## src/rp_irq_pkg.sv

```systemverilog
// Constants shared by the root port interrupt receiver.
// Assumes a 32-bit Avalon-MM register bus and 50 MHz system clock.
package rp_irq_pkg;
	// Register byte offsets
	localparam logic [5:0] OFS_DECODE = 6'h00;
	localparam logic [5:0] OFS_MASK = 6'h04;
	localparam logic [5:0] OFS_STATUS = 6'h08;
	localparam logic [5:0] OFS_FIFO1 = 6'h0c;
	localparam logic [5:0] OFS_FIFO2 = 6'h10;
	localparam logic [5:0] OFS_INTX_DEC = 6'h14;
	localparam logic [5:0] OFS_INTX_MASK = 6'h18;
	localparam logic [5:0] OFS_MSI_DEC_LO = 6'h1c;
	localparam logic [5:0] OFS_MSI_DEC_HI = 6'h20;
	localparam logic [5:0] OFS_MSI_MASK_LO = 6'h24;
	localparam logic [5:0] OFS_MSI_MASK_HI = 6'h28;
	localparam logic [5:0] OFS_MSI_BASE_LO = 6'h2c;
	localparam logic [5:0] OFS_MSI_BASE_HI = 6'h30;
	localparam logic [5:0] OFS_BUS_NUMS = 6'h34;
	localparam logic [5:0] OFS_XLATE = 6'h38;
	// Field positions, FIFO depth and MSI window width
	localparam int BIT_INTX = 16;
	localparam int BIT_MSI = 17;
	localparam int BIT_NOT_EMPTY = 18;
	localparam int BIT_OVERFLOW = 19;
	localparam int BIT_POP = 31;
	localparam int BIT_FIFO_VALID = 30;
	localparam int BIT_FIFO_ASSERT = 16;
	localparam int BIT_FIFO_IS_MSI = 29;
	localparam int FIFO_DEPTH = 16;
	localparam int FIFO_AW = 4;
	localparam int MSI_WIN_BITS = 12;
	// Reset values
	localparam logic [31:0] RST_MASK = 32'h0000_0000;
	localparam logic [31:0] RST_ZERO = 32'h0000_0000;
	// Completion timeout
	localparam int CLK_HZ = 50_000_000;
	localparam int CPL_TIMEOUT_US = 50;
	localparam int CPL_TIMEOUT_CYC = CPL_TIMEOUT_US * (CLK_HZ / 1_000_000);
	// Config response codes
	localparam logic [1:0] RESP_OKAY = 2'h0;
	localparam logic [1:0] RESP_SLVERR = 2'h2;
	// Completion status and config state encoding
	localparam logic [2:0] CPL_SC = 3'h0;
	localparam logic [2:0] CPL_UR = 3'h1;
	typedef enum logic [2:0] {
		CFG_IDLE = 3'b001,
		CFG_WAIT = 3'b010,
		CFG_DONE = 3'b100
	} cfg_state_t;
endpackage

```

## src/rp_irq_rx.sv

```systemverilog
// Root port interrupt receiver: FIFO or decode scheme, MSI window, cfg error answers.
// Assumes link-side strobes are synchronous to CLK_SYS, one cycle each.
//
// Local design decisions: the register addresses and the Avalon-MM interface to the registers.
`timescale 1ns/1ps
// Contract
// [RL1] Config access to bus outside primary..subordinate answers SLVERR.
// [RL2] Config access to valid bus timing out answers SLVERR.
// [RL3] Config write below subordinate with UR completion answers SLVERR.
// [RL4] Two build-time schemes, queued FIFO default, direct decode optional.
// [RL5] FIFO scheme: INTx sets decode bit 16; output when mask 16 set.
// [RL6] Status bit 18 shows FIFO not empty, bit 19 overflow.
// [RL7] FIFO register one shows head line and assert or deassert.
// [RL8] Writing one to FIFO register one bit 31 pops the head.
// [RL9] Write one to decode bits 16 and 17 clears INTx, MSI pending.
// [RL10] Memory writes in 4 KB window above MSI base become MSI, not forwarded.
// [RL11] FIFO scheme: MSI sets decode bit 17; output when mask 17 set.
// [RL12] FIFO register two shows queued MSI message data.
// [RL13] Software polls all unserviced sources after overflow.
// [RL14] Clearing mask bit drops output; setting it re-enables.
// [RL15] MSI-X writes forwarded undecoded; endpoints place them outside window.
// [RL16] Forwarded writes pass through PCIe-to-AXI address translation.
// [RL17] Decode scheme: INTx assert sets line bit; output when masked on.
// [RL18] Decode scheme: INTx deassert clears that line bit automatically.
// [RL19] Decode scheme: MSI data bits 5:0 are the vector number.
// [RL20] Decode scheme: vector bits set; low and high outputs when unmasked.
// [RL21] Write one to MSI vector status bit clears it.
// [RL22] Software drains FIFO before clearing decode status bit.
// [RL23] Message on full FIFO dropped; sticky overflow until reset or clear.
module rp_irq_rx #(
	parameter bit DECODE_SCHEME = 1'b0
) (
	input wire logic CLK_SYS,
	input wire logic ARST_N,
	input wire logic [5:0] AVS_ADDRESS,
	input wire logic AVS_READ,
	input wire logic AVS_WRITE,
	input wire logic [31:0] AVS_WRITEDATA,
	input wire logic [3:0] AVS_BYTEENABLE,
	output logic [31:0] AVS_READDATA,
	output logic AVS_WAITREQUEST,
	input wire logic INTX_VALID,
	input wire logic [1:0] INTX_LINE,
	input wire logic INTX_ASSERT,
	input wire logic MWR_VALID,
	input wire logic [63:0] MWR_ADDR,
	input wire logic [31:0] MWR_DATA,
	output logic FWD_VALID,
	output logic [63:0] FWD_ADDR,
	output logic [31:0] FWD_DATA,
	input wire logic CFG_REQ,
	input wire logic CFG_WRITE,
	input wire logic [7:0] CFG_BUS,
	output logic CFG_ISSUE,
	input wire logic CPL_VALID,
	input wire logic [2:0] CPL_STATUS,
	output logic CFG_RESP_VALID,
	output logic [1:0] CFG_RESP,
	output logic INTERRUPT_OUT,
	output logic MSI_VECTOR_IRQ_LOW,
	output logic MSI_VECTOR_IRQ_HIGH
);
	logic rst_meta, rst_n;
	always_ff @(posedge CLK_SYS or negedge ARST_N) begin
		if (!ARST_N) begin
			rst_meta <= 1'b0;
			rst_n <= 1'b0;
		end else begin
			rst_meta <= 1'b1;
			rst_n <= rst_meta;
		end
	end

	// Registers
	logic [31:0] decode, mask, intx_mask, msi_mask_lo, msi_mask_hi;
	logic [31:0] msi_base_lo, msi_base_hi, bus_nums, xlate;
	logic [3:0] intx_dec;
	logic [63:0] msi_dec;
	logic overflow;
	localparam int FIFO_DEPTH = rp_irq_pkg::FIFO_DEPTH;
	logic [31:0] fifo_mem [FIFO_DEPTH];
	logic [rp_irq_pkg::FIFO_AW:0] wr_ptr, rd_ptr;

	// Bus access: one wait cycle per request
	logic ack;
	wire req = (AVS_READ | AVS_WRITE) & ~ack;
	wire wr_go = AVS_WRITE & ack;
	wire [31:0] wmask = {{8{AVS_BYTEENABLE[3]}}, {8{AVS_BYTEENABLE[2]}},
		{8{AVS_BYTEENABLE[1]}}, {8{AVS_BYTEENABLE[0]}}};
	wire [31:0] wbits = AVS_WRITEDATA & wmask;
	function automatic logic [31:0] merge(input logic [31:0] old, input logic [31:0] nw,
		input logic [31:0] m);
		merge = (old & ~m) | (nw & m);
	endfunction
	wire wr_decode = wr_go & (AVS_ADDRESS == rp_irq_pkg::OFS_DECODE);
	wire wr_mask = wr_go & (AVS_ADDRESS == rp_irq_pkg::OFS_MASK);
	wire wr_status = wr_go & (AVS_ADDRESS == rp_irq_pkg::OFS_STATUS);
	wire wr_fifo1 = wr_go & (AVS_ADDRESS == rp_irq_pkg::OFS_FIFO1);
	wire wr_intx_mask = wr_go & (AVS_ADDRESS == rp_irq_pkg::OFS_INTX_MASK);
	wire wr_msi_dec_lo = wr_go & (AVS_ADDRESS == rp_irq_pkg::OFS_MSI_DEC_LO);
	wire wr_msi_dec_hi = wr_go & (AVS_ADDRESS == rp_irq_pkg::OFS_MSI_DEC_HI);
	wire wr_msi_mask_lo = wr_go & (AVS_ADDRESS == rp_irq_pkg::OFS_MSI_MASK_LO);
	wire wr_msi_mask_hi = wr_go & (AVS_ADDRESS == rp_irq_pkg::OFS_MSI_MASK_HI);
	wire wr_base_lo = wr_go & (AVS_ADDRESS == rp_irq_pkg::OFS_MSI_BASE_LO);
	wire wr_base_hi = wr_go & (AVS_ADDRESS == rp_irq_pkg::OFS_MSI_BASE_HI);
	wire wr_bus = wr_go & (AVS_ADDRESS == rp_irq_pkg::OFS_BUS_NUMS);
	wire wr_xlate = wr_go & (AVS_ADDRESS == rp_irq_pkg::OFS_XLATE);

	// Link side classification
	wire [63:0] msi_base = {msi_base_hi, msi_base_lo[31:12], 12'h000};
	// [RL10] MSI window hit
	wire msi_hit = MWR_VALID &
		(MWR_ADDR[63:rp_irq_pkg::MSI_WIN_BITS] == msi_base[63:rp_irq_pkg::MSI_WIN_BITS]);
	// [RL15] Non-window writes, MSI-X included, go out
	wire fwd_take = MWR_VALID & ~msi_hit;

	// FIFO scheme queue
	wire fifo_empty = (wr_ptr == rd_ptr);
	wire fifo_full = (wr_ptr[rp_irq_pkg::FIFO_AW-1:0] == rd_ptr[rp_irq_pkg::FIFO_AW-1:0]) &
		(wr_ptr[rp_irq_pkg::FIFO_AW] != rd_ptr[rp_irq_pkg::FIFO_AW]);
	wire msg_in = !DECODE_SCHEME & (INTX_VALID | msi_hit);
	// [RL8] Pop on write one to bit 31
	wire pop = wr_fifo1 & wbits[rp_irq_pkg::BIT_POP] & ~fifo_empty;
	wire push = msg_in & (~fifo_full | pop);
	// [RL23] Drop on full
	wire drop = msg_in & fifo_full & ~pop;
	wire [31:0] entry = INTX_VALID ?
		{15'h0000, INTX_ASSERT, 14'h0000, INTX_LINE} :
		{2'h0, 1'b1, 29'h0000_0000};
	logic [31:0] msi_data_q [FIFO_DEPTH];
	wire [31:0] head = fifo_mem[rd_ptr[rp_irq_pkg::FIFO_AW-1:0]];
	wire [31:0] head_data = msi_data_q[rd_ptr[rp_irq_pkg::FIFO_AW-1:0]];

	always_ff @(posedge CLK_SYS) begin
		if (push) begin
			fifo_mem[wr_ptr[rp_irq_pkg::FIFO_AW-1:0]] <= entry;
			msi_data_q[wr_ptr[rp_irq_pkg::FIFO_AW-1:0]] <= INTX_VALID ? 32'h0000_0000 : MWR_DATA;
		end
	end

	// Decode scheme events
	// [RL19] Vector from data 5:0
	wire [5:0] vec = MWR_DATA[5:0];
	wire [63:0] vec_set = (DECODE_SCHEME & msi_hit & ~INTX_VALID) ? (64'h1 << vec) : 64'h0;
	wire [3:0] line_hot = 4'h1 << INTX_LINE;
	wire intx_dec_ev = DECODE_SCHEME & INTX_VALID;
	wire [63:0] msi_clr = {wr_msi_dec_hi ? wbits : 32'h0, wr_msi_dec_lo ? wbits : 32'h0};

	// FIFO scheme decode bits; set beats clear
	wire set_intx = !DECODE_SCHEME & INTX_VALID;
	wire set_msi = !DECODE_SCHEME & msi_hit;
	logic [31:0] next_decode;
	always_comb begin
		next_decode = decode;
		// [RL9] Write one clears
		if (wr_decode) begin
			next_decode = decode & ~wbits;
		end
		// [RL5] INTx status
		if (set_intx) begin
			next_decode[rp_irq_pkg::BIT_INTX] = 1'b1;
		end
		// [RL11] MSI status
		if (set_msi) begin
			next_decode[rp_irq_pkg::BIT_MSI] = 1'b1;
		end
		next_decode = next_decode & 32'h0003_0000;
	end

	logic [3:0] next_intx_dec;
	always_comb begin
		next_intx_dec = intx_dec;
		if (intx_dec_ev) begin
			// [RL17] Set on assert
			if (INTX_ASSERT) begin
				next_intx_dec = intx_dec | line_hot;
			// [RL18] Auto clear on deassert
			end else begin
				next_intx_dec = intx_dec & ~line_hot;
			end
		end
	end

	always_ff @(posedge CLK_SYS or negedge rst_n) begin
		if (!rst_n) begin
			ack <= 1'b0;
			decode <= rp_irq_pkg::RST_ZERO;
			intx_dec <= 4'h0;
			msi_dec <= 64'h0;
			overflow <= 1'b0;
			wr_ptr <= '0;
			rd_ptr <= '0;
		end else begin
			ack <= req;
			decode <= next_decode;
			intx_dec <= next_intx_dec;
			// [RL21] Vector write-one clear, set wins
			msi_dec <= (msi_dec & ~msi_clr) | vec_set;
			// [RL23] Sticky overflow, write one clears, set wins
			overflow <= drop | (overflow & ~(wr_status & wbits[rp_irq_pkg::BIT_OVERFLOW]));
			if (push) wr_ptr <= wr_ptr + 1'b1;
			if (pop) rd_ptr <= rd_ptr + 1'b1;
		end
	end

	// FIFO scheme enables
	always_ff @(posedge CLK_SYS or negedge rst_n) begin
		if (!rst_n) begin
			mask <= rp_irq_pkg::RST_MASK;
		end else if (wr_mask) begin
			mask <= merge(mask, AVS_WRITEDATA, wmask);
		end
	end

	// Per-line enables
	always_ff @(posedge CLK_SYS or negedge rst_n) begin
		if (!rst_n) begin
			intx_mask <= rp_irq_pkg::RST_MASK;
		end else if (wr_intx_mask) begin
			intx_mask <= merge(intx_mask, AVS_WRITEDATA, wmask);
		end
	end

	// Vector enables 0 to 31
	always_ff @(posedge CLK_SYS or negedge rst_n) begin
		if (!rst_n) begin
			msi_mask_lo <= rp_irq_pkg::RST_MASK;
		end else if (wr_msi_mask_lo) begin
			msi_mask_lo <= merge(msi_mask_lo, AVS_WRITEDATA, wmask);
		end
	end

	// Vector enables 32 to 63
	always_ff @(posedge CLK_SYS or negedge rst_n) begin
		if (!rst_n) begin
			msi_mask_hi <= rp_irq_pkg::RST_MASK;
		end else if (wr_msi_mask_hi) begin
			msi_mask_hi <= merge(msi_mask_hi, AVS_WRITEDATA, wmask);
		end
	end

	// Window base, low word
	always_ff @(posedge CLK_SYS or negedge rst_n) begin
		if (!rst_n) begin
			msi_base_lo <= rp_irq_pkg::RST_ZERO;
		end else if (wr_base_lo) begin
			msi_base_lo <= merge(msi_base_lo, AVS_WRITEDATA, wmask);
		end
	end

	// Window base, high word
	always_ff @(posedge CLK_SYS or negedge rst_n) begin
		if (!rst_n) begin
			msi_base_hi <= rp_irq_pkg::RST_ZERO;
		end else if (wr_base_hi) begin
			msi_base_hi <= merge(msi_base_hi, AVS_WRITEDATA, wmask);
		end
	end

	// Primary, secondary, subordinate
	always_ff @(posedge CLK_SYS or negedge rst_n) begin
		if (!rst_n) begin
			bus_nums <= rp_irq_pkg::RST_ZERO;
		end else if (wr_bus) begin
			bus_nums <= merge(bus_nums, AVS_WRITEDATA, wmask);
		end
	end

	// Upper address offset
	always_ff @(posedge CLK_SYS or negedge rst_n) begin
		if (!rst_n) begin
			xlate <= rp_irq_pkg::RST_ZERO;
		end else if (wr_xlate) begin
			xlate <= merge(xlate, AVS_WRITEDATA, wmask);
		end
	end

	// Read mux
	logic [31:0] rd_mux;
	always_comb begin
		case (AVS_ADDRESS)
			rp_irq_pkg::OFS_DECODE: rd_mux = decode;
			rp_irq_pkg::OFS_MASK: rd_mux = mask;
			// [RL6] Not empty and overflow
			rp_irq_pkg::OFS_STATUS: rd_mux = {12'h000, overflow, ~fifo_empty, 18'h00000};
			// [RL7] Head line and assert flag
			rp_irq_pkg::OFS_FIFO1: rd_mux = fifo_empty ? 32'h0 : (head | 32'h4000_0000);
			// [RL12] Head MSI data
			rp_irq_pkg::OFS_FIFO2: rd_mux = fifo_empty ? 32'h0 : head_data;
			rp_irq_pkg::OFS_INTX_DEC: rd_mux = {28'h0000000, intx_dec};
			rp_irq_pkg::OFS_INTX_MASK: rd_mux = intx_mask;
			rp_irq_pkg::OFS_MSI_DEC_LO: rd_mux = msi_dec[31:0];
			rp_irq_pkg::OFS_MSI_DEC_HI: rd_mux = msi_dec[63:32];
			rp_irq_pkg::OFS_MSI_MASK_LO: rd_mux = msi_mask_lo;
			rp_irq_pkg::OFS_MSI_MASK_HI: rd_mux = msi_mask_hi;
			rp_irq_pkg::OFS_MSI_BASE_LO: rd_mux = msi_base_lo;
			rp_irq_pkg::OFS_MSI_BASE_HI: rd_mux = msi_base_hi;
			rp_irq_pkg::OFS_BUS_NUMS: rd_mux = bus_nums;
			rp_irq_pkg::OFS_XLATE: rd_mux = xlate;
			default: rd_mux = 32'h0000_0000;
		endcase
	end

	// Configuration access checks
	wire [7:0] bus_pri = bus_nums[7:0];
	wire [7:0] bus_sec = bus_nums[15:8];
	wire [7:0] bus_sub = bus_nums[23:16];
	logic [31:0] cfg_cnt;
	logic cfg_wr_q;
	rp_irq_pkg::cfg_state_t cfg_state, next_cfg_state;
	// [RL1] Out of range
	wire bus_bad = (CFG_BUS < bus_pri) | (CFG_BUS > bus_sub);
	wire cfg_start = (cfg_state == rp_irq_pkg::CFG_IDLE) & CFG_REQ;
	// [RL2] Timeout
	wire cfg_tmo = (cfg_state == rp_irq_pkg::CFG_WAIT) &
		(cfg_cnt == rp_irq_pkg::CPL_TIMEOUT_CYC - 1);
	wire cpl_in = (cfg_state == rp_irq_pkg::CFG_WAIT) & CPL_VALID;
	// [RL3] UR on write
	wire cpl_bad = cfg_wr_q & (CPL_STATUS == rp_irq_pkg::CPL_UR);
	always_comb begin
		case (cfg_state)
			rp_irq_pkg::CFG_IDLE: next_cfg_state = !cfg_start ? rp_irq_pkg::CFG_IDLE :
				(bus_bad ? rp_irq_pkg::CFG_DONE : rp_irq_pkg::CFG_WAIT);
			rp_irq_pkg::CFG_WAIT: next_cfg_state = (cpl_in | cfg_tmo) ?
				rp_irq_pkg::CFG_DONE : rp_irq_pkg::CFG_WAIT;
			rp_irq_pkg::CFG_DONE: next_cfg_state = rp_irq_pkg::CFG_IDLE;
			default: next_cfg_state = rp_irq_pkg::CFG_IDLE;
		endcase
	end

	always_ff @(posedge CLK_SYS or negedge rst_n) begin
		if (!rst_n) begin
			cfg_state <= rp_irq_pkg::CFG_IDLE;
			cfg_cnt <= 32'h0;
			cfg_wr_q <= 1'b0;
			CFG_ISSUE <= 1'b0;
			CFG_RESP_VALID <= 1'b0;
			CFG_RESP <= rp_irq_pkg::RESP_OKAY;
		end else begin
			cfg_state <= next_cfg_state;
			cfg_cnt <= (cfg_state == rp_irq_pkg::CFG_WAIT) ? cfg_cnt + 32'h1 : 32'h0;
			if (cfg_start) cfg_wr_q <= CFG_WRITE;
			CFG_ISSUE <= cfg_start & ~bus_bad & (CFG_BUS != bus_pri);
			CFG_RESP_VALID <= (cfg_start & bus_bad) | cpl_in | cfg_tmo;
			if (cfg_start & bus_bad) CFG_RESP <= rp_irq_pkg::RESP_SLVERR;
			else if (cfg_tmo) CFG_RESP <= rp_irq_pkg::RESP_SLVERR;
			else if (cpl_in) CFG_RESP <= cpl_bad ? rp_irq_pkg::RESP_SLVERR : rp_irq_pkg::RESP_OKAY;
		end
	end

	// [RL4] Scheme select; [RL14] mask gating
	wire next_irq = DECODE_SCHEME ? |(intx_dec & intx_mask[3:0]) :
		|(decode[17:16] & mask[17:16]);
	// [RL20] Vector outputs
	wire next_vec_low = DECODE_SCHEME & |(msi_dec[31:0] & msi_mask_lo);
	wire next_vec_high = DECODE_SCHEME & |(msi_dec[63:32] & msi_mask_hi);

	// Outputs from flops
	always_ff @(posedge CLK_SYS or negedge rst_n) begin
		if (!rst_n) begin
			AVS_READDATA <= 32'h0;
			AVS_WAITREQUEST <= 1'b1;
			FWD_VALID <= 1'b0;
			FWD_ADDR <= 64'h0;
			FWD_DATA <= 32'h0;
			INTERRUPT_OUT <= 1'b0;
			MSI_VECTOR_IRQ_LOW <= 1'b0;
			MSI_VECTOR_IRQ_HIGH <= 1'b0;
		end else begin
			AVS_WAITREQUEST <= ~req;
			AVS_READDATA <= rd_mux;
			FWD_VALID <= fwd_take;
			// [RL16] Translation offset applied
			FWD_ADDR <= MWR_ADDR + {xlate, 32'h0};
			FWD_DATA <= MWR_DATA;
			INTERRUPT_OUT <= next_irq;
			MSI_VECTOR_IRQ_LOW <= next_vec_low;
			MSI_VECTOR_IRQ_HIGH <= next_vec_high;
		end
	end
endmodule

```

## config.mk

```make
export PLATFORM = sky130hd
export DESIGN_NAME = rp_irq_rx
export DESIGN_NICKNAME = d
export VERILOG_FILES = /design/src/rp_irq_pkg.sv /design/src/rp_irq_rx.sv
export SDC_FILE = /design/constraint.sdc
export NUM_CORES = 1
export LEC_CHECK = 0
export ABC_AREA = 1
export CAP_MARGIN = 20
export CORE_ASPECT_RATIO = 2
export CORE_MARGIN = 2
export CORE_UTILIZATION = 35
export CTS_CLUSTER_SIZE = 10
export DETAILED_ROUTE_END_ITERATION = 16
export DONT_BUFFER_PORTS = 1
export PLACE_DENSITY_LB_ADDON = 0.08
export RECOVER_POWER = 100
export SKIP_LAST_GASP = 1
export SYNTH_ARGS = -nofsm -noshare
export SYNTH_HDL_FRONTEND = slang
export SYNTH_SLANG_ARGS = --single-unit
```

## constraint.sdc

```tcl
create_clock -name CLK_SYS -period 20.8 [get_ports CLK_SYS]
set_input_delay 1.04 -clock CLK_SYS [delete_from_list [all_inputs] [get_ports CLK_SYS]]
set_output_delay 1.04 -clock CLK_SYS [all_outputs]
set_load 0.02 [all_outputs]
```

==> flow_summary.json, run 1 <==
{
  "placed_area_mm2": 0.0477,
  "ys_seq_area_share_pct": 65.7,
  "wirelength_mm": 156,
  "vias": 32287,
  "place_inst": 5968,
  "finish.utilization_pct": 39.2,
  "grt_pass1_vias": 33123,
  "cp_max_fo": 72,
  "p_int_mw": 3.60,
  "required_ns": 21.70,
  "cts_buffers": 119,
  "post-dp-hpwl_mm": 106,
  "finalSetupTns_ns": 0,
  "start_kind": "flip-flop",
  "cap_violations": 35,
  "antenna_found_initial": 2,
  "slowest_delay_ns": 2.98,
  "postCtsSetupBuffers": 0,
  "r2r_cells": 5,
  "highest_layer": "met4",
  "vias_per_cell": 5.21,
  "p_leak_nw": 20.4,
  "skew_ns": 0.0305,
  "drv_slew": 1176,
  "routabilityCongestion": 0.961,
  "synthFlopType": "edfxtp_1",
  "ys_seq_elements": 1082,
  "multi_input_area_mm2": 0.0137,
  "swShare_pct": 25.7,
  "end_kind": "async pin",
  "pwr-share-clk_pct": 40.6,
  "p_per_area_mw_per_mm2": 95.3,
  "syn_avg_cell_area_um2": 10.4,
  "synth_top_family_by_area": "simple AND/OR/NAND/NOR gates",
  "synthXorXnorAreaFrac_pct": 1.33,
  "finalInstanceArea_mm2": 0.0509,
  "worst-setup-path-type": "flip-flop to async pin",
  "clk_pin_slew_ns": 0.06,
  "holdBufCountCts": 1,
  "regArea_mm2": 0.0300,
  "crit_top_cell": "clkbuf_1",
  "drc": 0,
  "core_mm2": 0.130,
  "cts_tree": "done",
  "holdCritPathClass": "input pin to flip-flop",
  "portBuffers": 0,
  "grt_max_degree": 149,
  "initial_core_util_pct": 35.2,
  "yosysWarnings": 0,
  "synth_compound_area_share_pct": 12.2,
  "dp_slack_ns": 15.83,
  "muxShareOfSynthArea_pct": 0.0247,
  "wl_per_cell_um": 25.1,
  "p_total_mw": 4.85,
  "fin_crit_ns": 10.10,
  "p_comb_share_pct": 8.0,
  "synthSimpleGateAreaFrac_pct": 14.8,
  "cts_resized": 0,
  "netlist_instances": 4387,
  "gr-total-overflow": 0,
  "die_w_um": 259,
  "drt.antenna.violating_nets": 0,
  "fillCellCount": 12952,
  "nets": 4613,
  "syn_area_mm2": 0.0456,
  "tightest_slew_ns": 4.01,
  "period_share_pct": 48.6,
  "async_reset_ff_share_pct": 46.8,
  "r2r_start": "rst_n",
  "cts-root-buf": "clkbuf_16",
  "p_sw_mw": 1.24,
  "area_growth_pct": 11.6,
  "wl_met3_mm": 6.94,
  "ff2ff_setup_slack_ns": 10.70,
  "num_rows": 187,
  "rsz0062_at_grt": "false",
  "outcome": "finished with violations",
  "wl_met2_mm": 85.1,
  "drive_above_1_share_pct": 4.14,
  "endpoint": "FWD_ADDR[27]",
  "hold_viol": 0,
  "peakVddDrop_v": 0.0000733,
  "met1_length_mm": 57.8,
  "synthAdderAreaFrac_pct": 1.50,
  "cts_max_level": 3,
  "grt_pass1_wl_mm": 227,
  "cts_buffer_depth": 3,
  "first_pass_iters": 5,
  "slew_headroom_pct": -167,
  "ys_types": 49,
  "clk_latency_ns": 0.75,
  "dieArea_mm2": 0.133,
  "r2r_end": "FWD_ADDR[27]",
  "io_pins": 298,
  "critPathArrivalTime_ns": 11.00,
  "setup_viol": 0,
  "fmax_mhz": 99.0,
  "clock_sinks": 1082,
  "final_cell_count_no_fill": 6194,
  "die_h_um": 514,
  "layout_setup_ws_ns": 10.70,
  "path_cells": "clkbuf_1 -> clkbuf_1 -> buf_4 -> clkbuf_1 -> buf_16",
  "drt_iter0_markers": 2086,
  "seq_power_share_pct": 51.4,
  "violations": "max-capacitance violations, max-slew violations",
  "cpMaxStageDelayCell": "clkbuf_1",
  "startpoint": "rst_n",
  "finalHoldWorstSlack_ns": 0.322,
  "synth_edf_count": 576,
  "grt_usage_pct": 23.3
}
-- cells in the mapped netlist, drive strengths merged (2+ instances only) --
| cell | instances | share of area, % |
|---|---|---|
| xor2 | 37 | 0.71 |
| edfxtp | 576 | 38 |
| o211ai | 36 | 0.59 |
| nand4 | 50 | 0.70 |
| nor2 | 538 | 4.5 |
| a22o | 28 | 0.54 |
| a21oi | 80 | 0.88 |
| o22ai | 85 | 1.2 |
| a31oi | 2 | 0.027 |
| a211oi | 3 | 0.049 |
| o21bai | 4 | 0.066 |
| a221oi | 15 | 0.29 |
| nor3 | 42 | 0.49 |
| dfstp | 2 | 0.12 |
| or2 | 2 | 0.027 |
| nand2 | 912 | 7.5 |
| ha | 53 | 1.5 |
| xnor2 | 32 | 0.61 |
| clkbuf | 145 | 1.2 |
| buf | 56 | 0.61 |
| inv | 303 | 2.5 |
| o2111ai | 2 | 0.038 |
| nand3 | 119 | 1.3 |
| conb | 2 | 0.016 |
| o21a | 7 | 0.12 |
| clkinv | 2 | 0.016 |
| o221ai | 38 | 0.73 |
| a21o | 7 | 0.12 |
| nand3b | 2 | 0.033 |
| dfrtp | 504 | 28 |
| a22oi | 8 | 0.13 |
| nor4 | 16 | 0.23 |
| o21ai | 673 | 7.4 |
-- cell families after synthesis --
| kind of cell | after synthesis |
|---|---|
| and+or+nand+nor | 1682 |
| DFF | 1082 |
| AOI/OAI and AO/OA | 991 |
| buffers and inverters | 506 |
| xor gates and xnor gates | 69 |
| adders and majority gates | 54 |
| other | 2 |
| muxes | 1 |
-- final cells by class --
class	instances	share of cell area [%]
antenna	4	0.0197
clock buffer	206	6.68
timing repair buffer	89	0.917
clock inverter	6	0.175
sequential	1082	58.9
multi-input combinational	2801	26.9
tap	1701	4.18
inverter	305	2.27
-- power by group through the flow --
stage / sequential [mW] / clock, mW / combinational (mW)
global placement: 2.53 / 0 / 0.405
detailed placement: 2.53 / 0 / 0.404
CTS: 2.49 / 2.03 / 0.406
floorplan: 2.52 / 0 / 0.235
finish: 2.49 / 1.97 / 0.386
global route: 2.51 / 2.10 / 0.432
-- per-layer routing --
metal  GRT usage (%)  vias up
met5               0        -
met4            8.86        0
li1                -    15068
met3            3.48      243
met2            44.4      846
met1            25.8    16130
-- worst min path at each step --
stage	startpoint	to	slack, ns	cells past startpoint
6_report	MWR_DATA[11]	FWD_DATA[11]	0.32	0
2_1_floorplan	rst_meta	rst_n	0.33	0
4_1_cts	MWR_ADDR[4]	FWD_ADDR[4]	0.26	0
3_5_place_dp	rst_meta	rst_n	0.34	0
5_1_grt	MWR_ADDR[4]	FWD_ADDR[4]	0.29	0
3_3_place_gp	rst_meta	rst_n	0.34	0
-- worst max-delay path, delay by kind of cell (launching register included) --
family,cells,cell delay [ns]
buffers and inverters,5,8.19
DFF,1,1.96
-- layout by cell type, fill, tap and decap left out, drive strengths merged, types with 15 or more instances in the layout --
cell type,n
a21oi,80
a221oi,15
a22o,28
buf,25
clkbuf,269
dfrtp,504
edfxtp,576
ha,53
inv,305
nand2,912
nand3,119
nand4,50
nor2,538
nor3,42
nor4,16
o211ai,36
o21ai,673
o221ai,38
o22ai,85
xnor2,32
xor2,37
(Power assumes the default switching activity.)
==> inputs of run 2 (changes only) <==
clock period = 9.9 ns   (was 20.8 ns; I/O delays follow)
==> run 2 against run 1 <==
The flow still finishes with violations (max-capacitance violations, max-slew violations). Routed wire length grew 2.2%. Global-route usage grew 0.39 points. Via count grew 1.5%. Clock-buffer cell count shrank 2. Hold slack lost 0.30 ns. Critical endpoint is now msi_data_q[14][28].
==> flow_summary.json, run 2 (synthesis gave the netlist of run 1 again) <==
{
  "outcome": "finished with violations",
  "violations": "max-capacitance violations, max-slew violations",
  "initial_core_util_pct": 35.2,
  "drc": 0,
  "drive_above_1_share_pct": 4.70,
  "rsz0062_at_grt": "false",
  "grt_pass1_wl_mm": 230,
  "postCtsSetupBuffers": 0,
  "cts-root-buf": "clkbuf_16",
  "gr-total-overflow": 0,
  "peakVddDrop_v": 0.000141,
  "portBuffers": 0,
  "worst-setup-path-type": "flip-flop to flip-flop",
  "die_h_um": 514,
  "clk_pin_slew_ns": 0.06,
  "setup_viol": 0,
  "grt_max_degree": 170,
  "cp_max_fo": 159,
  "grt_usage_pct": 23.7,
  "final_common_cell": "nand2_1",
  "antenna_found_initial": 3,
  "tightest_slew_ns": 4.00,
  "cts_buffer_depth": 3,
  "period_share_pct": 65.2,
  "clock_sinks": 1082,
  "die_w_um": 259,
  "wirelength_mm": 159,
  "start_kind": "flip-flop",
  "fin_crit_ns": 6.46,
  "io_pins": 298,
  "p_per_area_mw_per_mm2": 195,
  "finalSetupTns_ns": 0,
  "cts_max_level": 3,
  "finalInstanceArea_mm2": 0.0522,
  "vias_per_cell": 5.20,
  "skew_ns": 0.0429,
  "dieArea_mm2": 0.133,
  "post-dp-hpwl_mm": 106,
  "drt_iter0_markers": 2422,
  "area_growth_pct": 14.5,
  "p_leak_nw": 20.9,
  "critPathArrivalTime_ns": 6.88,
  "grt_pass1_vias": 33887,
  "finish.utilization_pct": 40.3,
  "mostFrequentLayoutCells": "nand2_1 (912), o21ai_0 (669), edfxtp_1 (576)",
  "placed_area_mm2": 0.0477,
  "end_kind": "flip-flop",
  "cap_violations": 7,
  "clk_latency_ns": 0.75,
  "required_ns": 10.32,
  "first_pass_iters": 7,
  "routabilityCongestion": 0.955,
  "num_rows": 187,
  "cts_buffers": 118,
  "wl_per_cell_um": 25.2,
  "vias": 32770,
  "cts_tree": "done",
  "core_mm2": 0.130,
  "nets": 4722,
  "drv_slew": 250,
  "hold_viol": 0,
  "holdCritPathClass": "input pin to flip-flop",
  "drt.antenna.violating_nets": 0,
  "slew_headroom_pct": -167,
  "fmax_mhz": 155
}
==> run 2: cell count changes in the layout (fill, tap and decap cells not counted), moves of 2 or more <==
| cell | delta |
|---|---|
| dlygate4sd3_1 | +117 |
| clkbuf_1 | -27 |
| buf_4 | +20 |
| nor2_4 | +12 |
| nor2_1 | -11 |
| clkbuf_8 | -4 |
| buf_12 | +3 |
| clkbuf_16 | -2 |
| clkinv_16 | +2 |
| o21ai_0 | -2 |
==> run 2: worst max-delay path, cell delays in order, from the launching register on <==
cell and delay, ns:
dfrtp_1 2.02, buf_12 0.51, xnor2_1 0.19, nand4_1 0.13
nor2_1 0.10, inv_1 0.08, nand2_1 0.21, nand2_1 0.18
nand2_1 0.10, clkbuf_1 1.59, nor2_4 0.50, buf_4 0.45
==> run 2: path summary, 6_finish.rpt <==
| kind | startpoint | end | cells after the start | slack [ns] |
|---|---|---|---|---|
| min in group asynchronous | ARST_N | rst_meta | 2 | 0.51 |
| worst min register to register | rst_meta | rst_n | 0 | 0.36 |
| worst min-delay path | MWR_DATA[17] | msi_data_q[12][17] | 2 | 0.03 |
| max in group asynchronous | rst_n | FWD_ADDR[12] | 1 | 4.24 |
| worst max register to register | rd_ptr[0] | msi_data_q[14][28] | 11 | 3.44 |
| worst max-delay path | rd_ptr[0] | msi_data_q[14][28] | 11 | 3.44 |
==> run 2: metrics by stage <==
stage | power (mW) | hold WS (ns) | cells | setup WS (ns)
after global routing | 10.6 | 0.00346 | 6303 | 2.77
after floorplan | 5.79 | 0.199 | 4389 | 1.66
final | 10.2 | 0.0251 | 6303 | 3.44
after global placement | 6.17 | 0.199 | 5957 | 5.46
after detailed placement | 6.17 | 0.199 | 5960 | 5.44
after CTS | 10.3 | 0.000285 | 6286 | 5.40
==> run 2: report_power, final <==
group	total, mW	internal [mW]	switching (mW)
sequential	5.23	5.05	0.172
clock	4.08	2.25	1.83
combinational	0.874	0.237	0.637
total	10.2	7.54	2.64
==> run 2: what timing repair did <==
action                     4_1_cts  5_1_grt
hold endpoints to repair       154        5
setup endpoints to repair        0        0
hold buffers                   115        3
resized for setup                0        0
==> run 2: routing by layer <==
layer	track usage, %	part of all wire (%)
met1	25.9	37
met2	44.6	54
met3	3.30	4.1
met4	11.4	5.2
met5	0	0
==> run 2: final cells by class <==
type	count	area (um2)
Antenna cell	4	10.0
Clock buffer	204	3310
Clock inverter	7	139
Fill cell	12801	77400
Inverter	305	1150
Multi-Input combinational cell	2801	13700
Sequential cell	1082	30000
Tap cell	1701	2130
Timing Repair Buffer	199	1750
